===== src/scdc_pkg.sv =====
// scdc_pkg: register map, field layout, reset values and codes of the framer
package scdc_pkg;
    // register indices; byte address is four times the index
    localparam logic [7:0]  IDX_FRAME   = 8'h03;
    localparam logic [7:0]  IDX_DARK    = 8'h04;
    localparam logic [7:0]  IDX_VALID   = 8'h05;
    localparam logic [7:0]  IDX_CHKSUM  = 8'h06;
    localparam logic [7:0]  IDX_IDLE    = 8'h07;
    localparam logic [7:0]  IDX_FAULT0  = 8'h08;
    localparam logic [7:0]  IDX_FAULT3  = 8'h0b;
    localparam logic [7:0]  IDX_SPARE_A = 8'h0c;
    localparam logic [7:0]  IDX_SPARE_B = 8'h0d;
    localparam logic [7:0]  IDX_CTRL    = 8'h0e;
    localparam logic [7:0]  IDX_STAT    = 8'h0f;
    // field widths and positions
    localparam int unsigned LOW_W       = 7;
    localparam int unsigned CODE_W      = 10;
    localparam int unsigned REG_W       = 16;
    localparam int unsigned CH_N        = 64;
    localparam int unsigned KIND_W      = 3;
    localparam int unsigned CTRL_NARROW = 0;
    localparam int unsigned CTRL_IDLE   = 1;
    localparam int unsigned STAT_IDLE   = 5;
    // reset values
    localparam logic [6:0]  RST_FRAME   = 7'h2a;
    localparam logic [9:0]  RST_DARK    = 10'h015;
    localparam logic [9:0]  RST_VALID   = 10'h035;
    localparam logic [9:0]  RST_CHKSUM  = 10'h059;
    localparam logic [9:0]  RST_IDLE    = 10'h3a6;
    localparam logic [15:0] RST_SPARE_A = 16'h0000;
    localparam logic [15:0] RST_SPARE_B = 16'hffff;
    // timing and sizes
    localparam int unsigned NARROW_SHIFT = 4;
    localparam int unsigned FIFO_DEPTH   = 16;
    // kinds of word offered to the framer
    typedef enum logic [2:0] {
        KIND_PIXEL = 3'h0,
        KIND_DARK  = 3'h1,
        KIND_CRC   = 3'h2,
        KIND_START = 3'h3,
        KIND_END   = 3'h4
    } scdc_kind_t;
endpackage


===== src/scdc_top.sv =====
// scdc_top: sync code table, channel word framer and dark calibration faults
//
// Added by the designer: register access over APB.
`timescale 1ns/1ps
module scdc_top import scdc_pkg::*; (
    // clock, reset and freeze
    input  wire logic              pclk,
    input  wire logic              presetn,
    input  wire logic              ce,
    // apb slave
    input  wire logic              psel,
    input  wire logic              penable,
    input  wire logic              pwrite,
    input  wire logic [11:0]       paddr,
    input  wire logic [31:0]       pwdata,
    output logic      [31:0]       prdata,
    output logic                   pready,
    output logic                   pslverr,
    // word source
    input  wire logic              in_valid,
    input  wire logic [KIND_W-1:0] in_kind,
    input  wire logic [9:0]        in_data,
    output logic                   in_ready,
    // dark calibration
    input  wire logic              cal_start,
    input  wire logic [CH_N-1:0]   cal_short_pin,
    // channel output
    input  wire logic              out_ready,
    output logic      [9:0]        out_word,
    output logic                   out_valid,
    output logic                   out_idle,
    output logic                   out_win_id
);
    typedef enum logic [1:0] {
        ST_RUN  = 2'b01,
        ST_DATA = 2'b10
    } scdc_st_t;

    // ==================================================================
    // helpers
    // ==================================================================
    // register class of an address: 0 unmapped, 1 writable, 2 read only
    function automatic logic [1:0] reg_class(input logic [11:0] a);
        logic [7:0] i;
        i = a[9:2];
        if (a[1:0] != 2'h0 || a[11:10] != 2'h0) return 2'h0;
        if (i >= IDX_FRAME && i <= IDX_IDLE) return 2'h1;
        if (i >= IDX_FAULT0 && i <= IDX_FAULT3) return 2'h2;
        if (i == IDX_SPARE_A || i == IDX_SPARE_B || i == IDX_CTRL) return 2'h1;
        if (i == IDX_STAT) return 2'h2;
        return 2'h0;
    endfunction

    // sync word: marker bit, start, end, programmable low field
    function automatic logic [9:0] mk_sync(input logic s, input logic e,
                                           input logic [6:0] low);
        return {1'b1, s, e, low};
    endfunction

    // ==================================================================
    // state
    // ==================================================================
    logic [LOW_W-1:0]  frame_low_q;
    logic [CODE_W-1:0] dark_q, valid_q, chk_q, idle_q;
    logic [REG_W-1:0]  spare_a_q, spare_b_q;
    logic              narrow_q, force_idle_q;
    logic [CH_N-1:0]   flt_q, flt_s;
    logic              pready_q, pslverr_q;
    logic [31:0]       prdata_q;
    logic              acc, done, wr;
    logic [7:0]        idx;
    logic [4:0]        level;
    logic              f_valid, f_ready, pop, win_raw;
    logic [12:0]       f_data;
    scdc_st_t          st_q;
    logic [9:0]        hold_q, out_word_q;
    logic              out_valid_q, out_idle_q, out_win_q;
    logic [NARROW_SHIFT:0] win_sh_q;

    assign idx  = paddr[9:2];
    assign acc  = ce && psel && penable && !pready_q;
    assign done = ce && psel && penable && pready_q;
    assign wr   = done && pwrite && (reg_class(paddr) == 2'h1);

    // ==================================================================
    // fault pins
    // ==================================================================
    // fault levels come from the analog calibration side
    scdc_sync2 #(.W(CH_N)) u_sync (
        .pclk     (pclk),
        .presetn  (presetn),
        .ce       (ce),
        .async_in (cal_short_pin),
        .sync_out (flt_s)
    );

    // sticky flags, cleared when a calibration starts; a set wins
    always_ff @(posedge pclk or negedge presetn) begin
        if (!presetn) begin
            flt_q <= '0;
        end else if (ce) begin
            flt_q <= (flt_q & {CH_N{!cal_start}}) | flt_s;
        end
    end

    // ==================================================================
    // apb slave
    // ==================================================================
    // two-cycle access: pready rises in the second access cycle
    always_ff @(posedge pclk or negedge presetn) begin
        if (!presetn) begin
            pready_q  <= 1'b0;
            pslverr_q <= 1'b0;
            prdata_q  <= '0;
        end else if (ce) begin
            pready_q <= psel && penable && !pready_q;
            if (acc) begin
                pslverr_q <= (reg_class(paddr) == 2'h0) ||
                             (pwrite && reg_class(paddr) == 2'h2);
                prdata_q  <= '0;
                case (idx)
                    IDX_FRAME:   prdata_q[LOW_W-1:0]  <= frame_low_q;
                    IDX_DARK:    prdata_q[CODE_W-1:0] <= dark_q;
                    IDX_VALID:   prdata_q[CODE_W-1:0] <= valid_q;
                    IDX_CHKSUM:  prdata_q[CODE_W-1:0] <= chk_q;
                    IDX_IDLE:    prdata_q[CODE_W-1:0] <= idle_q;
                    8'h08:       prdata_q[REG_W-1:0]  <= flt_q[15:0];
                    8'h09:       prdata_q[REG_W-1:0]  <= flt_q[31:16];
                    8'h0a:       prdata_q[REG_W-1:0]  <= flt_q[47:32];
                    IDX_FAULT3:  prdata_q[REG_W-1:0]  <= flt_q[63:48];
                    IDX_SPARE_A: prdata_q[REG_W-1:0]  <= spare_a_q;
                    IDX_SPARE_B: prdata_q[REG_W-1:0]  <= spare_b_q;
                    IDX_CTRL: begin
                        prdata_q[CTRL_NARROW] <= narrow_q;
                        prdata_q[CTRL_IDLE]   <= force_idle_q;
                    end
                    IDX_STAT: begin
                        prdata_q[4:0]       <= level;
                        prdata_q[STAT_IDLE] <= out_idle_q;
                    end
                    default:     prdata_q <= '0;
                endcase
                if (reg_class(paddr) == 2'h0) prdata_q <= '0;
            end
        end
    end

    assign pready  = pready_q;
    assign pslverr = pslverr_q;
    assign prdata  = prdata_q;

    // programmable code table and control
    always_ff @(posedge pclk or negedge presetn) begin
        if (!presetn) begin
            frame_low_q  <= RST_FRAME;
            dark_q       <= RST_DARK;
            valid_q      <= RST_VALID;
            chk_q        <= RST_CHKSUM;
            idle_q       <= RST_IDLE;
            spare_a_q    <= RST_SPARE_A;
            spare_b_q    <= RST_SPARE_B;
            narrow_q     <= 1'b0;
            force_idle_q <= 1'b0;
        end else if (wr) begin
            case (idx)
                IDX_FRAME:   frame_low_q  <= pwdata[LOW_W-1:0];
                IDX_DARK:    dark_q       <= pwdata[CODE_W-1:0];
                IDX_VALID:   valid_q      <= pwdata[CODE_W-1:0];
                IDX_CHKSUM:  chk_q        <= pwdata[CODE_W-1:0];
                IDX_IDLE:    idle_q       <= pwdata[CODE_W-1:0];
                IDX_SPARE_A: spare_a_q    <= pwdata[REG_W-1:0];
                IDX_SPARE_B: spare_b_q    <= pwdata[REG_W-1:0];
                IDX_CTRL: begin
                    narrow_q     <= pwdata[CTRL_NARROW];
                    force_idle_q <= pwdata[CTRL_IDLE];
                end
                default: ;
            endcase
        end
    end

    // ==================================================================
    // data path
    // ==================================================================
    // source words wait here while the channel is busy or stalled
    scdc_fifo #(.W(13), .D(FIFO_DEPTH)) u_fifo (
        .pclk     (pclk),
        .presetn  (presetn),
        .ce       (ce),
        .wr_valid (in_valid),
        .wr_data  ({in_kind, in_data}),
        .wr_ready (in_ready),
        .rd_valid (f_valid),
        .rd_data  (f_data),
        .rd_ready (f_ready),
        .level    (level)
    );

    assign f_ready = out_ready && (st_q == ST_RUN) && !force_idle_q;
    assign pop     = ce && f_ready && f_valid;
    assign win_raw = pop && (f_data[12:10] == KIND_START);

    // framer: sync words go out alone, tagged words as tag then data
    always_ff @(posedge pclk or negedge presetn) begin
        if (!presetn) begin
            st_q        <= ST_RUN;
            hold_q      <= '0;
            out_word_q  <= RST_IDLE;
            out_valid_q <= 1'b0;
            out_idle_q  <= 1'b1;
        end else if (ce) begin
            out_valid_q <= out_ready;
            case (st_q)
                ST_RUN: begin
                    if (out_ready) begin
                        out_idle_q <= !pop;
                        hold_q     <= f_data[9:0];
                        if (!pop) begin
                            out_word_q <= idle_q;
                        end else begin
                            case (f_data[12:10])
                                KIND_START: out_word_q <= mk_sync(1'b1, 1'b0, frame_low_q);
                                KIND_END:   out_word_q <= mk_sync(1'b0, 1'b1, frame_low_q);
                                KIND_DARK: begin
                                    out_word_q <= dark_q;
                                    st_q       <= ST_DATA;
                                end
                                KIND_CRC: begin
                                    out_word_q <= chk_q;
                                    st_q       <= ST_DATA;
                                end
                                KIND_PIXEL: begin
                                    out_word_q <= valid_q;
                                    st_q       <= ST_DATA;
                                end
                                default:    out_word_q <= idle_q;
                            endcase
                        end
                    end
                end
                ST_DATA: begin
                    if (out_ready) begin
                        out_word_q <= hold_q;
                        out_idle_q <= 1'b0;
                        st_q       <= ST_RUN;
                    end
                end
                default: st_q <= ST_RUN;
            endcase
        end
    end

    // window indication, delayed further in narrow mode
    always_ff @(posedge pclk or negedge presetn) begin
        if (!presetn) begin
            win_sh_q  <= '0;
            out_win_q <= 1'b0;
        end else if (ce) begin
            win_sh_q  <= {win_sh_q[NARROW_SHIFT-1:0], win_raw};
            out_win_q <= narrow_q ? win_sh_q[NARROW_SHIFT] : win_sh_q[0];
        end
    end

    assign out_word   = out_word_q;
    assign out_valid  = out_valid_q;
    assign out_idle   = out_idle_q;
    assign out_win_id = out_win_q;
endmodule // scdc_top


===== src/scdc_sync2.sv =====
// scdc_sync2: two flip-flop synchroniser for a bundle of level inputs
`timescale 1ns/1ps
module scdc_sync2 #(
    parameter int unsigned W = 1
) (
    // clock and reset
    input  wire logic         pclk,
    input  wire logic         presetn,
    input  wire logic         ce,
    // levels
    input  wire logic [W-1:0] async_in,
    output logic      [W-1:0] sync_out
);
    logic [W-1:0] meta_q;

    // first stage feeds only the second
    always_ff @(posedge pclk or negedge presetn) begin
        if (!presetn) begin
            meta_q   <= '0;
            sync_out <= '0;
        end else if (ce) begin
            meta_q   <= async_in;
            sync_out <= meta_q;
        end
    end
endmodule // scdc_sync2


===== src/scdc_fifo.sv =====
// scdc_fifo: word FIFO with valid and ready on both sides
`timescale 1ns/1ps
module scdc_fifo #(
    parameter int unsigned W = 13,
    parameter int unsigned D = 16
) (
    // clock and reset
    input  wire logic         pclk,
    input  wire logic         presetn,
    input  wire logic         ce,
    // fill side
    input  wire logic         wr_valid,
    input  wire logic [W-1:0] wr_data,
    output logic              wr_ready,
    // drain side
    output logic              rd_valid,
    output logic      [W-1:0] rd_data,
    input  wire logic         rd_ready,
    output logic [$clog2(D):0] level
);
    localparam int unsigned AW = $clog2(D);
    logic [W-1:0]  mem [D];
    logic [AW-1:0] wp_q, rp_q;
    logic [AW:0]   cnt_q, cnt_d;
    logic          push, pop;

    assign push     = ce && wr_valid && wr_ready;
    assign pop      = ce && rd_valid && rd_ready;
    assign rd_valid = (cnt_q != '0);
    assign rd_data  = mem[rp_q];
    assign level    = cnt_q;

    // occupancy after this cycle
    always_comb begin
        cnt_d = cnt_q + (AW+1)'(push) - (AW+1)'(pop);
    end

    // pointers, count and registered ready
    always_ff @(posedge pclk or negedge presetn) begin
        if (!presetn) begin
            wp_q     <= '0;
            rp_q     <= '0;
            cnt_q    <= '0;
            wr_ready <= 1'b1;
        end else if (ce) begin
            if (push) wp_q <= wp_q + 1'b1;
            if (pop)  rp_q <= rp_q + 1'b1;
            cnt_q    <= cnt_d;
            wr_ready <= (cnt_d < (AW+1)'(D));
        end
    end

    // storage
    always_ff @(posedge pclk) begin
        if (push) begin
            mem[wp_q] <= wr_data;
        end
    end
endmodule // scdc_fifo


===== config.mk =====
export PLATFORM = sky130hd
export DESIGN_NAME = scdc_top
export DESIGN_NICKNAME = d
export VERILOG_FILES = /design/src/scdc_pkg.sv /design/src/scdc_top.sv /design/src/scdc_sync2.sv /design/src/scdc_fifo.sv
export SDC_FILE = /design/constraint.sdc
export NUM_CORES = 1
export LEC_CHECK = 0
export BUFFER_PORTS_ARGS = -buffer_cell sky130_fd_sc_hd__buf_2
export CAP_MARGIN = 20
export CELL_PAD_IN_SITES_DETAIL_PLACEMENT = 0
export CELL_PAD_IN_SITES_GLOBAL_PLACEMENT = 1
export CORE_ASPECT_RATIO = 1.5
export CORE_MARGIN = 4
export CORE_UTILIZATION = 46
export DETAILED_ROUTE_END_ITERATION = 10
export PLACE_DENSITY = 0.74
export SYNTH_ARGS = -nofsm -noshare
export SYNTH_HDL_FRONTEND = slang
export SYNTH_SLANG_ARGS = --single-unit

===== constraint.sdc =====
create_clock -name pclk -period 3.4 [get_ports pclk]
set_input_delay 0.17 -clock pclk [delete_from_list [all_inputs] [get_ports pclk]]
set_output_delay 0.17 -clock pclk [all_outputs]
set_load 0.03 [all_outputs]

==> results.sh <==
export IMPL_cp_end_kind="flop"
export IMPL_path_cells="nand2b_1 > or2_2 > or3_1 > inv_1 > ha_1 > inv_1 > ha_1 > fa_1 > a21oi_1 > o21bai_1 > xnor2_1 > nand2_1 > xnor2_1"
export IMPL_first_global_vias=14113
export IMPL_clk_pin_slew_ns=0.06
export IMPL_synth_seq_cells=543
export IMPL_cp_start_kind="flop"
export IMPL_first_iter_violations=912
export IMPL_fin_nets=1870
export IMPL_layout_common_cells="dfrtp_1 (289), mux2_2 (210), edfxtp_1 (208)"
export IMPL_routed_via_count=13538
export IMPL_wl_per_cell_um=23.0
export IMPL_reg2reg_from="st_q[0]"
export IMPL_netlist_area_mm2=0.0226
export IMPL_avgSynthCellArea_um2=15.3
export IMPL_crit_required_ns=3.86
export IMPL_diodes=0
export IMPL_start_util=0.464
export IMPL_worstSetupPathType="flop to flop"
export IMPL_grt_antenna_before_repair=1
export IMPL_post_cts_buffers=0
export IMPL_layout_drive_gt1_share=0.341
export IMPL_die_area_mm2=0.0527
export IMPL_track_usage=0.209
export IMPL_grt_overflow_total=0
export IMPL_yosysTopAreaCell="dfrtp_1"
export IMPL_rsz0062_at_grt="no"
export IMPL_fin_skew_ns=0.0281
export IMPL_yosys_top_cells_area="dfrtp_1 (32%), edfxtp_1 (28%), mux2_2 (10%)"
export IMPL_synth_edf_count=208
export IMPL_routed_wl_mm=55.7
export IMPL_cts_resized=0
export IMPL_fin_crit_sh=0.905
export IMPL_crit_buf_inv=2
export IMPL_yosysUniqueCellTypes=66
export IMPL_status="complete, no violations"
export IMPL_drtAntennaViolNets=0
export IMPL_min_to="u_fifo.wp_q[0]"
export IMPL_critPathSlowestCell="dfstp_2"
export IMPL_hold_start="in_valid"
export IMPL_numPortBuffers=145
export IMPL_arrival_ns=3.54
export IMPL_coreArea_mm2=0.0486
export IMPL_cap_violations=0
export IMPL_grt_max_degree=216
export IMPL_r2r_setup_slack_ns=0.32
export IMPL_crit_fanout=8
export IMPL_placementRows=99
export IMPL_clk_latency_ns=0.60
export IMPL_syn_inst=1472
export IMPL_hold_viol=0
export IMPL_p_total_mw=18.3
export IMPL_root_buffer="clkbuf_16"
export IMPL_setup_viol=0
export IMPL_max_freq_mhz=325
export IMPL_die_h_um=279
export IMPL_cts_htree_levels=2
export IMPL_cts_tree="done"
export IMPL_period_minus_slack_ns=3.08
export IMPL_p_per_area_mw_per_mm2=683
export IMPL_setup_ws_ns=0.321
export IMPL_final_common_cell="dfrtp_1"
export IMPL_synth_async_reset_ratio=0.617
export IMPL_syn2layout_area_growth_pct=18.8
export IMPL_maxSlewViolCount=0
export IMPL_r2r_cells=13
export IMPL_finalSetupTns_ns=0
export IMPL_dp_hpwl_mm=37.7
export IMPL_post_place_ws_ns=0.354
export IMPL_slew_headroom=0.171
export IMPL_worst_pin_slew_ns=1.24
export IMPL_drc_errors=0
export IMPL_first_pass_iters=5
export IMPL_ys_seq_area_frac=0.651
export IMPL_critPathTopFamily="simple AND/OR/NAND/NOR gates"
export IMPL_die_w_um=189
export IMPL_r2r_end="u_fifo.level[4]"
export IMPL_synthFlopType="dfrtp_1"
export IMPL_cts_sinks=543
export IMPL_p_leak_nw=11.0
export IMPL_yosys_warnings=0
export IMPL_clk_path_buf_depth=3
export IMPL_worstHoldPathType="input port to flop"
export IMPL_vias_per_cell=5.58
export IMPL_grt_pass1_wl_mm=85.3
export IMPL_globalplace_congestion=0.839
export IMPL_ios=178
export IMPL_synth_top_area_frac=0.322
export IMPL_slowest_delay_ns=0.59
export IMPL_numCtsBuffers=51
export IMPL_whs_path_depth=4
export IMPL_ir_worst_vdd_uv=524
## synth_stat cells, types with 15 or more instances
| library cell | number |
|---|---|
| a22oi_1 | 23 |
| dfstp_2 | 45 |
| a221oi_1 | 15 |
| nor2_1 | 20 |
| a21oi_1 | 28 |
| buf_2 | 16 |
| buf_4 | 18 |
| clkbuf_1 | 53 |
| and2_1 | 20 |
| o221ai_1 | 28 |
| inv_1 | 21 |
| a22o_1 | 76 |
| mux2i_1 | 47 |
| dfrtp_1 | 290 |
| nand2_1 | 77 |
| edfxtp_1 | 208 |
| mux2_2 | 210 |
| o21ai_0 | 42 |
| mux2_4 | 20 |
| mux4_2 | 36 |
## tightest hold or removal path: stages
cell and delay (ns):
buf_2 0.11, nand3_1 0.13, clkinv_1 0.18, xnor2_1 0.08
## kinds of logic after synthesis
logic type      synth area share
compound gates            0.0960
xor+xnor                 0.00427
fa+ha+maj                0.00699
buf+inv                   0.0254
flops                      0.651
mux                        0.175
other cells             0.000166
simple gates              0.0411
## repair_timing
action | 4_1_cts | 5_1_grt
hold buffers | 97 | 0
hold endpoints to repair | 467 | 0
endpoints found under the setup margin | 0 | 0
## how the worst max path moves through the flow
stage / from / cells after the start / endpoint
floorplan: st_q[0] / 15 / u_fifo.level[4]
global placement: st_q[0] / 13 / u_fifo.level[4]
detailed placement: st_q[0] / 13 / u_fifo.level[4]
CTS: st_q[0] / 13 / u_fifo.level[4]
global route: st_q[0] / 13 / u_fifo.level[4]
finish: st_q[0] / 13 / u_fifo.level[4]
## sequential cells by signal, indices dropped and copies added (netlist names), 2 cells and up
name,flops
dark_q,10
u_sync.sync_out,64
spare_a_q,16
u_fifo.rp_q,4
win_sh_q,5
u_sync.meta_q,64
idle_q,10
valid_q,10
prdata,16
u_fifo.level,5
chk_q,10
u_fifo.mem,208
u_fifo.wp_q,4
spare_b_q,16
st_q,2
hold_q,10
flt_q,64
out_word,10
frame_low_q,7
## routing by layer
metal  GRT usage  vias up  share of wire
met2       0.373      323           0.52
met4      0.0905        0          0.044
met5           0        -              0
met1       0.256     6994           0.39
li1            -     6129              -
met3      0.0268       92          0.038
## through the flow
| step | utilization | hold WS, ns | instance area (um2) | cells |
|---|---|---|---|---|
| floorplan | - | -0.126 | 22600 | 1487 |
| global placement | 0.496 | 0.333 | 24100 | 2234 |
| detailed placement | 0.496 | 0.334 | 24100 | 2234 |
| CTS | 0.552 | 0.120 | 26800 | 2425 |
| global route | 0.552 | 0.162 | 26800 | 2425 |
| finish | 0.552 | 0.136 | 26800 | 2425 |
## power breakdown
| part | internal [mW] | switching [mW] | total (mW) |
|---|---|---|---|
| registers | 7.52 | 0.592 | 8.11 |
| clock network | 3.39 | 2.49 | 5.89 |
| logic | 1.91 | 2.39 | 4.30 |
## layout make-up
type	count	area (um2)
repair buffers	287	2100
fillers	3943	21800
well taps	656	821
clock buffers	70	1460
flip-flops and latches	543	14700
inverters	22	82.6
clock inverters	24	280
multi-input cells	823	7360
(Power assumes the default switching activity.)
